### src/fr_irq_regs.svh
// Purpose: offsets, field positions and timing counts for the upper
//          event status bank and the pending summary.
// Assumes: byte-wide registers on a plain address/strobe port.
// Notes:   definitions only.
`ifndef FR_IRQ_REGS_SVH
`define FR_IRQ_REGS_SVH

// ----------------------------------------------------------------------
// register offsets
// ----------------------------------------------------------------------
`define LINE_EVENT_STATUS_ADDR 8'h6B
`define SLIP_CHAN2_STATUS_ADDR 8'h6C
`define CHAN3_EVENT_STATUS_ADDR 8'h6D
`define GLOBAL_PENDING_ADDR 8'h6E
`define BANK3_MASK_ADDR 8'hE0
`define BANK4_MASK_ADDR 8'hE1
`define BANK5_MASK_ADDR 8'hE2
`define ERR_INTERVAL_MASK_ADDR 8'hE3
`define CONTROL_ADDR 8'hE4

// ----------------------------------------------------------------------
// line event status fields
// ----------------------------------------------------------------------
`define LES_ERRORED 7
`define LES_TICK 6
`define LES_LOOPBACK 3
`define LES_RX_SKIP 1
`define LES_RX_REPEAT 0

// ----------------------------------------------------------------------
// slip and channel status fields (channel b in bank 4, c in bank 5, both tx pool ready flags in bank 5)
// ----------------------------------------------------------------------
`define SC_TX_REPEAT 7
`define SC_TX_SKIP 6
`define CH_MSG_END 5
`define CH_FRAME_START 4
`define CH_RX_OVERFLOW 3
`define CH_ALL_SENT 2
`define CH_TX_UNDERRUN 1
`define CH_RX_POOL_FULL 0
`define C3_TX_POOL_B 7
`define C3_TX_POOL_C 6

// ----------------------------------------------------------------------
// control fields, summary and reset values
// ----------------------------------------------------------------------
`define CTL_SHOW_MASKED 0
`define CTL_PRBS_SELECT 1
`define GPS_PLL_LOCK 6
`define MASK_RESET 8'hFF
`define ESM_RESET 8'h00
`define CTL_RESET 8'h00
`define STATUS_RESET 8'h00

// ----------------------------------------------------------------------
// timing
// ----------------------------------------------------------------------
`define SECOND_RX_CLKS 1544000
`define LOOPBACK_DETECT_US 33160
`define RX_CLK_KHZ 1544
`define LOOPBACK_DETECT_CLKS ((`LOOPBACK_DETECT_US * `RX_CLK_KHZ) / 1000)

`endif

### src/fr_irq_pkg.sv
// Purpose: types for the upper event status block.
// Assumes: constants live in fr_irq_regs.svh.
// Notes:   no import; use fr_irq_pkg::name.
package fr_irq_pkg;

    // host register port
    typedef struct packed {
        logic [7:0] addr;
        logic [7:0] wdata;
        logic wr;
        logic rd;
    } host_req_t;

    // per-channel hdlc events
    typedef struct packed {
        logic msg_end;
        logic frame_start;
        logic rx_overflow;
        logic all_sent;
        logic tx_underrun;
        logic rx_pool_full;
        logic tx_pool_ready;
    } chan_evt_t;

    // line side events and levels
    typedef struct packed {
        logic [6:0] err_src;
        logic rx_skip;
        logic rx_repeat;
        logic tx_repeat;
        logic tx_skip;
        logic alarm_sim;
        logic llb_act;
        logic llb_deact;
        logic prbs_sync;
    } line_evt_t;

    // loopback qualifier states, gray along the usual path
    typedef enum logic [1:0] {
        LB_IDLE = 2'b00,
        LB_QUAL = 2'b01,
        LB_HELD = 2'b11
    } lb_state_t;

    // complete block state
    typedef struct packed {
        logic [7:0] status3;
        logic [7:0] status4;
        logic [7:0] status5;
        logic [7:0] mask3;
        logic [7:0] mask4;
        logic [7:0] mask5;
        logic [7:0] errored_interval_mask;
        logic [7:0] ctl;
        logic [7:0] rdata;
        logic [20:0] sec_cnt;
        logic err_seen;
        lb_state_t lb_state;
        logic [15:0] lb_cnt;
        logic prbs_q;
        logic [1:0] tx_off;
        logic [2:0] pll_sync;
        logic pll_lock;
    } state_t;

endpackage

### src/fr_irq_status.sv
// Purpose: upper event status bank, pending summary and interrupt line.
// Assumes: events arrive as one-cycle pulses on ref_clk; rx line clock
//          enable marks each receive line bit.
// Notes:   clear-on-read uses the read strobe itself.
`timescale 1ns/1ps
`default_nettype none
`include "fr_irq_regs.svh"

// Summary of operation
// - reading any upper status register clears all its bits
// - show-masked latches masked events, never into summary or irq
// - summary bits 0..5 show unmasked pending bits per bank
// - summary bit 6 shows pll lock, one when locked
// - errored flag set once per second when an enabled source occurred
// - tick flag set on each one-second expiry counted on rx line clock
// - prbs select 0: loopback flag on 33.16 ms detect and on loss
// - prbs select 1: loopback flag on prbs sync change, state readable
// - rx faster than system: frame skipped, skip flag, also in alarm sim
// - rx slower than system: frame repeated, repeat flag, also alarm sim
// - tx slips set repeat or skip flags, no transmit control rewrite
// - message end flags for channels b and c
// - frame start flags, two bytes after valid start
// - rx overflow flags when fifo data is lost
// - all sent flags, hdlc mode only
// - underrun aborts, transmitter disabled until status register read
// - rx pool full flags at 32 bytes of an unfinished frame
// - tx pool ready flags say a 32 byte block may be written
module fr_irq_status (
    // clock and reset
    input wire logic ref_clk,
    input wire logic reset_n,
    // host register port
    input wire fr_irq_pkg::host_req_t host_req,
    output logic [7:0] host_rdata,
    // event sources
    input wire fr_irq_pkg::line_evt_t line_evt,
    input wire logic rx_line_tick,
    input wire logic hdlc_mode,
    input wire fr_irq_pkg::chan_evt_t chan_b,
    input wire fr_irq_pkg::chan_evt_t chan_c,
    input wire logic [2:0] lower_pending,
    input wire logic pll_lock_pin,
    // outputs
    output logic irq,
    output logic [1:0] tx_enable,
    output logic loopback_activate_detect
);

    fr_irq_pkg::state_t st_ff;
    fr_irq_pkg::state_t nxt_st;
    logic [7:0] pend;
    logic [7:0] summary;

    // --------------------------------------------------------------------
    // helpers
    // --------------------------------------------------------------------
    // read of a given offset this cycle
    function automatic logic rd_hit(input fr_irq_pkg::host_req_t r,
                                    input logic [7:0] a);
        rd_hit = r.rd && (r.addr == a);
    endfunction

    // per-channel bit vector; hdlc gating kept here so both channels match
    function automatic logic [5:0] chan_bits(input fr_irq_pkg::chan_evt_t c,
                                             input logic hdlc);
        chan_bits = {c.msg_end, c.frame_start,
                     c.rx_overflow, c.all_sent && hdlc,
                     c.tx_underrun, c.rx_pool_full};
    endfunction

    // --------------------------------------------------------------------
    // summary and interrupt
    // --------------------------------------------------------------------
    // unmasked bits only count here, so show-masked never reaches irq
    assign pend[0] = |(st_ff.status3 & ~st_ff.mask3);
    assign pend[1] = |(st_ff.status4 & ~st_ff.mask4);
    assign pend[2] = |(st_ff.status5 & ~st_ff.mask5);
    assign pend[7:3] = 5'h0;
    assign summary = {1'b0, st_ff.pll_lock, pend[2:0], lower_pending};
    assign irq = |summary[5:0];
    assign host_rdata = st_ff.rdata;
    assign tx_enable = ~st_ff.tx_off;
    assign loopback_activate_detect = st_ff.prbs_q;

    // --------------------------------------------------------------------
    // next state
    // --------------------------------------------------------------------
    always_comb begin
        logic [7:0] set3;
        logic [7:0] set4;
        logic [7:0] set5;
        logic [7:0] vis3;
        logic [7:0] vis4;
        logic [7:0] vis5;
        logic show;
        logic sec_done;
        logic lb_pat;
        logic lb_evt;
        set3 = 8'h00;
        set4 = 8'h00;
        set5 = 8'h00;
        vis3 = 8'h00;
        vis4 = 8'h00;
        vis5 = 8'h00;
        sec_done = 1'b0;
        nxt_st = st_ff;
        show = st_ff.ctl[`CTL_SHOW_MASKED];
        lb_evt = 1'b0;
        lb_pat = line_evt.llb_act || line_evt.llb_deact;

        // one-second timer on rx line bits
        if (rx_line_tick) begin
            if (st_ff.sec_cnt == 21'(`SECOND_RX_CLKS - 1)) begin
                nxt_st.sec_cnt = 21'h0;
                sec_done = 1'b1;
            end else begin
                nxt_st.sec_cnt = st_ff.sec_cnt + 21'h1;
            end
        end
        if (|(line_evt.err_src & st_ff.errored_interval_mask[6:0])) begin
            nxt_st.err_seen = 1'b1;
        end
        if (sec_done) begin
            set3[`LES_TICK] = 1'b1;
            set3[`LES_ERRORED] = st_ff.err_seen ||
                |(line_evt.err_src & st_ff.errored_interval_mask[6:0]);
            nxt_st.err_seen = 1'b0;
        end

        // loopback pattern qualifier, counted on rx line bits
        case (st_ff.lb_state)
            fr_irq_pkg::LB_IDLE: begin
                nxt_st.lb_cnt = 16'h0;
                if (lb_pat) begin
                    nxt_st.lb_state = fr_irq_pkg::LB_QUAL;
                end
            end
            fr_irq_pkg::LB_QUAL: begin
                if (!lb_pat) begin
                    nxt_st.lb_state = fr_irq_pkg::LB_IDLE;
                end else if (rx_line_tick) begin
                    if (st_ff.lb_cnt == 16'(`LOOPBACK_DETECT_CLKS - 1)) begin
                        nxt_st.lb_state = fr_irq_pkg::LB_HELD;
                        lb_evt = 1'b1;
                    end else begin
                        nxt_st.lb_cnt = st_ff.lb_cnt + 16'h1;
                    end
                end
            end
            fr_irq_pkg::LB_HELD: begin
                if (!lb_pat) begin
                    nxt_st.lb_state = fr_irq_pkg::LB_IDLE;
                    lb_evt = 1'b1;
                end
            end
            default: begin
                nxt_st.lb_state = fr_irq_pkg::LB_IDLE;
            end
        endcase
        nxt_st.prbs_q = line_evt.prbs_sync;
        if (st_ff.ctl[`CTL_PRBS_SELECT]) begin
            set3[`LES_LOOPBACK] = line_evt.prbs_sync ^ st_ff.prbs_q;
        end else begin
            set3[`LES_LOOPBACK] = lb_evt;
        end

        // slips; alarm simulation forces both receive slips
        set3[`LES_RX_SKIP] = line_evt.rx_skip || line_evt.alarm_sim;
        set3[`LES_RX_REPEAT] = line_evt.rx_repeat ||
            line_evt.alarm_sim;
        set4[`SC_TX_REPEAT] = line_evt.tx_repeat;
        set4[`SC_TX_SKIP] = line_evt.tx_skip;

        // hdlc channel events
        set4[5:0] = chan_bits(chan_b, hdlc_mode);
        set5[5:0] = chan_bits(chan_c, hdlc_mode);
        set5[`C3_TX_POOL_B] = chan_b.tx_pool_ready;
        set5[`C3_TX_POOL_C] = chan_c.tx_pool_ready;

        // masked events dropped unless show-masked is set
        vis3 = show ? set3 : (set3 & ~st_ff.mask3);
        vis4 = show ? set4 : (set4 & ~st_ff.mask4);
        vis5 = show ? set5 : (set5 & ~st_ff.mask5);

        // clear on read, then set; a new event wins over the clear
        nxt_st.status3 = (rd_hit(host_req, `LINE_EVENT_STATUS_ADDR) ?
            `STATUS_RESET : st_ff.status3) | vis3;
        nxt_st.status4 = (rd_hit(host_req, `SLIP_CHAN2_STATUS_ADDR) ?
            `STATUS_RESET : st_ff.status4) | vis4;
        nxt_st.status5 = (rd_hit(host_req, `CHAN3_EVENT_STATUS_ADDR) ?
            `STATUS_RESET : st_ff.status5) | vis5;

        // underrun holds transmitter off until its status register is read
        if (rd_hit(host_req, `SLIP_CHAN2_STATUS_ADDR)) begin
            nxt_st.tx_off[0] = 1'b0;
        end
        if (rd_hit(host_req, `CHAN3_EVENT_STATUS_ADDR)) begin
            nxt_st.tx_off[1] = 1'b0;
        end
        if (chan_b.tx_underrun) begin
            nxt_st.tx_off[0] = 1'b1;
        end
        if (chan_c.tx_underrun) begin
            nxt_st.tx_off[1] = 1'b1;
        end

        // pll lock through three flops, change once last two agree
        nxt_st.pll_sync = {st_ff.pll_sync[1:0], pll_lock_pin};
        if (st_ff.pll_sync[2] == st_ff.pll_sync[1]) begin
            nxt_st.pll_lock = st_ff.pll_sync[2];
        end

        // register writes
        if (host_req.wr) begin
            case (host_req.addr)
                `BANK3_MASK_ADDR: nxt_st.mask3 = host_req.wdata;
                `BANK4_MASK_ADDR: nxt_st.mask4 = host_req.wdata;
                `BANK5_MASK_ADDR: nxt_st.mask5 = host_req.wdata;
                `ERR_INTERVAL_MASK_ADDR: nxt_st.errored_interval_mask = host_req.wdata;
                `CONTROL_ADDR: nxt_st.ctl = host_req.wdata;
                default: nxt_st.ctl = st_ff.ctl;
            endcase
        end

        // read data, valid the cycle after the strobe only
        nxt_st.rdata = 8'h00;
        if (host_req.rd) begin
            case (host_req.addr)
                `LINE_EVENT_STATUS_ADDR: nxt_st.rdata = st_ff.status3;
                `SLIP_CHAN2_STATUS_ADDR: nxt_st.rdata = st_ff.status4;
                `CHAN3_EVENT_STATUS_ADDR: nxt_st.rdata = st_ff.status5;
                `GLOBAL_PENDING_ADDR: nxt_st.rdata = summary;
                `BANK3_MASK_ADDR: nxt_st.rdata = st_ff.mask3;
                `BANK4_MASK_ADDR: nxt_st.rdata = st_ff.mask4;
                `BANK5_MASK_ADDR: nxt_st.rdata = st_ff.mask5;
                `ERR_INTERVAL_MASK_ADDR: nxt_st.rdata = st_ff.errored_interval_mask;
                `CONTROL_ADDR: nxt_st.rdata = st_ff.ctl;
                default: nxt_st.rdata = 8'h00;
            endcase
        end
    end

    // --------------------------------------------------------------------
    // state register
    // --------------------------------------------------------------------
    always_ff @(posedge ref_clk) begin
        if (!reset_n) begin
            st_ff <= '0;
            st_ff.mask3 <= `MASK_RESET;
            st_ff.mask4 <= `MASK_RESET;
            st_ff.mask5 <= `MASK_RESET;
            st_ff.errored_interval_mask <= `ESM_RESET;
            st_ff.ctl <= `CTL_RESET;
            st_ff.lb_state <= fr_irq_pkg::LB_IDLE;
        end else begin
            st_ff <= nxt_st;
        end
    end

endmodule
`default_nettype wire

### config.mk
export PLATFORM = sky130hd
export DESIGN_NAME = fr_irq_status
export DESIGN_NICKNAME = d
export VERILOG_FILES = /design/src/fr_irq_pkg.sv /design/src/fr_irq_status.sv
export VERILOG_INCLUDE_DIRS = /design/src
export SDC_FILE = /design/constraint.sdc
export NUM_CORES = 1
export LEC_CHECK = 0
export BUFFER_PORTS_ARGS = -buffer_cell sky130_fd_sc_hd__buf_2
export CAP_MARGIN = 20
export CORE_MARGIN = 2
export CORE_UTILIZATION = 63
export CTS_CLUSTER_DIAMETER = 150
export DETAILED_ROUTE_END_ITERATION = 10
export PLACE_DENSITY = 0.89
export SYNTH_ARGS = -nofsm -noshare
export SYNTH_HDL_FRONTEND = slang
export SYNTH_SLANG_ARGS = --single-unit
### constraint.sdc
create_clock -name ref_clk -period 2.85 [get_ports ref_clk]
set_clock_uncertainty 0.2 [all_clocks]
set_input_delay 0.57 -clock ref_clk [delete_from_list [all_inputs] [get_ports ref_clk]]
set_output_delay 0.57 -clock ref_clk [all_outputs]
set_load 0.02 [all_outputs]
# Yosys cells after proc, flatten, opt, wreduce, memory -nomap -nowiden
# Index checks and enable logic that the tools add are counted.
[totals]
reg_bits = 119
wordCells = 114
latchBits = 0
ram_bits = 0
output_inout_bits = 12
inputBits = 55
rom_bits = 0
n_memories = 0
[classes]
n_eq_ne = 21
reduce_logical = 27
shifts = 0
div_mod_pow = 0
bitwise = 16
mux = 30
n_lt_le_gt_ge = 0
n_addsub = 2
mul = 0
[op_table]
columns = ["op", "count"]
rows = [
  ["8-bit one-hot mux with 9 select lines", 1],
  ["8-bit AND", 6],
  ["8-bit two-way mux", 6],
  ["8-bit equality test, second input constant", 5],
  ["8-bit by 7-bit equality test with 1-bit output, second input constant", 4],
  ["16-bit two-way mux", 2],
  ["16-bit one-hot mux with 2 select lines", 1],
  ["27-bit OR reduction", 1],
  ["8-bit inverter", 3],
  ["8-bit bitwise OR", 3],
  ["8-bit OR reduction", 3],
  ["21-bit by 1-bit adder with 21-bit output, second input constant", 1],
  ["21-bit equality test, second input constant", 1],
  ["21-bit two-way mux", 1],
  ["18-bit two-way mux", 1],
  ["16-bit by 1-bit adder with 16-bit output, second input constant", 1],
  ["16-bit equality test, second input constant", 1],
  ["2-bit AND reduction", 6],
  ["1-bit two-way mux", 11],
  ["2-bit two-way mux", 5],
  ["2-bit inequality test, second input constant", 5],
  ["4-bit AND reduction", 2],
  ["7-bit AND", 1],
  ["7-bit OR reduction", 1],
  ["other kinds (14)", 24],
]

# Longest topological paths before layout
[logic_depth]
depth_word = 9
mapped_depth = 8
ltp_nobuf = 7

# Least setup slack after synthesis
# OpenSTA, ideal clock, no wires.
[synth_path]
path_type = "in2reg"
start = "input host_req[10] (netlist bit)"
end = "register st_ff (netlist bit host_rdata[5])"
setup_time_ns = 0.143
required_time_ns = 2.507
path_buffers = 2
arrival_time_ns = 1.710
slack_ns = 0.796
cell_stages = 5
path_cell_list = "buf_2 buf_2 mux4_2 a22oi_1 a21oi_1"
[synth_between]
elab_chain_cells = 2
elab_cells_between_ends = 10
cone_classes = "eq/ne (9); mux (1)"
[synth_lines]
columns = ["item", "line", "text"]
rows = [
  ["start, declared", "fr_irq_status.sv:33", "input wire fr_irq_pkg::host_req_t host_req,"],
  ["8-bit equality test / 8-bit by 7-bit equality test with 1-bit output (equally long branches)", "fr_irq_status.sv:228", "case (host_req.addr)"],
  ["8-bit one-hot mux with 9 select lines (*)", "fr_irq_status.sv:228", ""],
  ["end signal, assigned", "fr_irq_status.sv:256", "st_ff <= nxt_st;"],
  ["end, declared", "fr_irq_status.sv:49", "fr_irq_pkg::state_t st_ff;"],
]
# Every way passes the cells marked *; elsewhere a longest branch is shown, timed or not.
# A chain may end at the register's enable or synchronous reset.

# Final worst setup path
[layout_path]
start = "register st_ff[87] (netlist bit)"
end = "output irq"
[layout_between]
elab_chain_cells = 3
[layout_lines]
columns = ["item", "line", "text"]
rows = [
  ["8-bit inverter", "fr_irq_status.sv:75", "assign pend[0] = |(st_ff.status3 & ~st_ff.mask3);"],
  ["8-bit AND", "fr_irq_status.sv:75", ""],
  ["27-bit OR reduction", "fr_irq_status.sv:80", "assign irq = |summary[5:0];"],
  ["end, declared", "fr_irq_status.sv:44", "output logic irq,"],
]
# No other way between the ends.

==> run summary <==
Layout Cells excl Fill -> 820
Worst skew pair latency -> 0.52 ns
Pwr Total -> 0.00393 W
Post-DP HPWL -> 10500 um
First-pass GRT wire length -> 25700 um
Warnings from Yosys -> 0
Vias in the first global route -> 5074
Post-cts resize count -> 0
Gr ovfl total -> 0
Synth Area per Inst -> 8.85 um^2
Drt first-iter violations -> 637
Hold_buf cts -> 0
Fraction of synthesized cell area taken by the top area cell type -> 41.0%
EDFF count, synth -> 0
Worst-path cell chain -> inv_1 -> a22o_1 -> nor4_1 -> nand4_1 -> buf_2
Critical path launch point type -> flop
Crit path DAT -> 1.90 ns
Achievable frequency -> 0.374 GHz
Fin. max-slew vios -> 0
Number of H-tree levels -> 4
Clock sinks -> 116
Port Buf Inserts -> 66
Hold slack -> 0.0574 ns
GR Util met2 -> 51.5%
Vias -> 5417
Syn Nets -> 698
Final hold viol count -> 0
Crit. End Element -> output pin
R2r setup slk -> 0.58 ns
Worst-path clk slew -> 0.06 ns
Share of cells above drive strength 1 -> 19.1%
Grt peak-use layer -> met2
Sequential fraction of the synthesis area -> 41.0%
Period utilization -> 93.7%
Layout overhead on the synthesized area -> 16.4%
GR Util All Layers -> 33.3%
DRT Wirelength -> 16000 um
Final ANT Viol Nets -> 0
Mapped Area -> 5660 um^2
GPL Wtd Cong -> 1.02
# Max-Cap Violations -> 0
Crit path time final -> 2.67 ns
CTS tree -> yes
Core ar. -> 8720 um^2
Area leader, netlist -> dfxtp_1
Placed cell count -> 788
Worst path slowest cell -> dfxtp_1
CTS Root Cell -> clkbuf_8
CTS Buf Count -> 17
Worst vdd ir -> 0.000392 V
Worst relative slew slack -> 42.9%
Pleak -> 2.66 nW
Max incr delay on CP -> 0.37 ns
Die height -> 98.8 um
Worst Path Required -> 2.08 ns
Outcome -> complete, no violations
Largest cells by area after synthesis -> dfxtp_1 41%, nand2_1 5.4%, mux2i_1 4.1%, nor2_1 2.7%, o211ai_1 2.5%
Critical Path Fanout Max -> 3
Routed WL per cell -> 19.6 um
Die width -> 98.8 um
Post-synth ARST share -> 0%
Antenna Cells -> 0
Worst Max-Slew Pin Slew -> 0.856 ns
Post-CTS setup buffers -> 0
IO Pins -> 67
Longest Clk Path Bufs -> 2
# rows -> 34
Crit Path Class -> reg -> out
Setup TNS -> 0 ns
Die area -> 9760 um^2
RSZ-0062 raised after global routing -> no
Post-synthesis register bit count -> 116
Most common cell in the netlist -> dfxtp_1
Initial antenna violation count -> 0
Post-synth cell types -> 73
Met1 GRT Util -> 43.5%
Drt first pass iters -> 5
DRC viols -> 0
Global Route met3 Usage -> 8.87%
P per Cell Area -> 596 nW/um^2
Largest net degree at the start of global routing -> 76
Initial Util -> 64.9%
Most frequent cells after synthesis -> 116 x dfxtp_1, 82 x nand2_1, 40 x nor2_1, 29 x inv_1, 28 x o21ai_0
Hold crit path type -> in -> reg
Final setup vio count -> 0
Top_reg_cell synth -> dfxtp_1
Mapped Cells -> 640
Layout net count -> 757
Routed vias/inst -> 6.61
-- metal layers --
metal	wire length (um)	vias to the layer above
met1	6380	2546
met2	7260	391
li1	-	2417
met3	1820	63
met4	579	0
met5	0	-
-- registers in the layout, summed over array words and instances (netlist names) --
| register | flops |
|---|---|
| host_rdata | 8 |
| loopback_activate_detect | 1 |
| nxt_st | 2 |
| st_ff | 105 |
-- cell usage in the layout (no fill, tap or decap), drive strengths merged, types with 4 or more instances in the layout --
cell / Yosys / final
a21boi: 31 / 31
a21oi: 18 / 18
a22oi: 16 / 16
a31oi: 4 / 4
a32o: 6 / 6
and2: 7 / 7
and3: 12 / 12
and4: 7 / 7
buf: 24 / 79
clkbuf: 15 / 18
clkinv: 0 / 6
dfxtp: 116 / 116
inv: 29 / 32
mux2i: 23 / 23
nand2: 83 / 83
nand3: 24 / 24
nand4: 15 / 15
nand4b: 5 / 5
nor2: 41 / 41
nor2b: 16 / 16
nor3: 7 / 7
nor4: 6 / 6
o211ai: 19 / 19
o21ai: 36 / 36
xnor2: 11 / 11
xor2: 14 / 14
-- area by class of cell --
cell class | instances | area, um^2
Multi-Input combinational cell | 456 | 3020
Sequential cell | 116 | 2320
Fill cell | 565 | 2130
Clock buffer | 18 | 428
Timing Repair Buffer | 79 | 428
Clock inverter | 14 | 154
Tap cell | 108 | 135
Inverter | 29 | 109
-- worst max-delay path: cells and delay by family (launching register included) --
kind | cells | cell delay [ns]
buffers and inverters | 2 | 0.27
AND/OR/NAND/NOR | 2 | 0.50
flip-flops | 1 | 0.37
AO/OA/AOI/OAI | 1 | 0.23
-- per-stage QoR --
| step | setup WS (ns) | instance area (um^2) | utilization, % |
|---|---|---|---|
| after floorplan | 0.796 | 5660 | - |
| after global placement | 0.481 | 6010 | 68.9 |
| after detailed placement | 0.415 | 6010 | 68.9 |
| after CTS | 0.207 | 6590 | 75.6 |
| after global routing | 0.138 | 6590 | 75.6 |
| final | 0.179 | 6590 | 75.6 |
-- final timing paths --
check                                  start   endpoint  cells past startpoint
worst min-delay path            pll_lock_pin  nxt_st[2]                      2
worst min register to register     nxt_st[2]  nxt_st[3]                      1
worst max-delay path               st_ff[87]        irq                      5
worst max register to register      st_ff[8]  st_ff[15]                      6
-- power breakdown --
group / internal (W) / switching (W)
registers: 0.00163 / 0.0000111
logic: 0.0000793 / 0.000124
clock network: 0.00128 / 0.000808
total: 0.00299 / 0.000942
-- logic make-up (layout without fill, tap and decap cells) --
group | Yosys count | in the layout | share of synthesized area [%]
buffers and inverters | 68 | 140 | 5.72
xor gates and xnor gates | 25 | 25 | 3.87
and+or+nand+nor | 243 | 243 | 23.6
DFF | 116 | 116 | 41.0
muxes | 28 | 28 | 5.66
adders and majority gates | 3 | 3 | 0.663
AOI/OAI and AO/OA | 157 | 157 | 19.5
(Power assumes the default switching activity.)
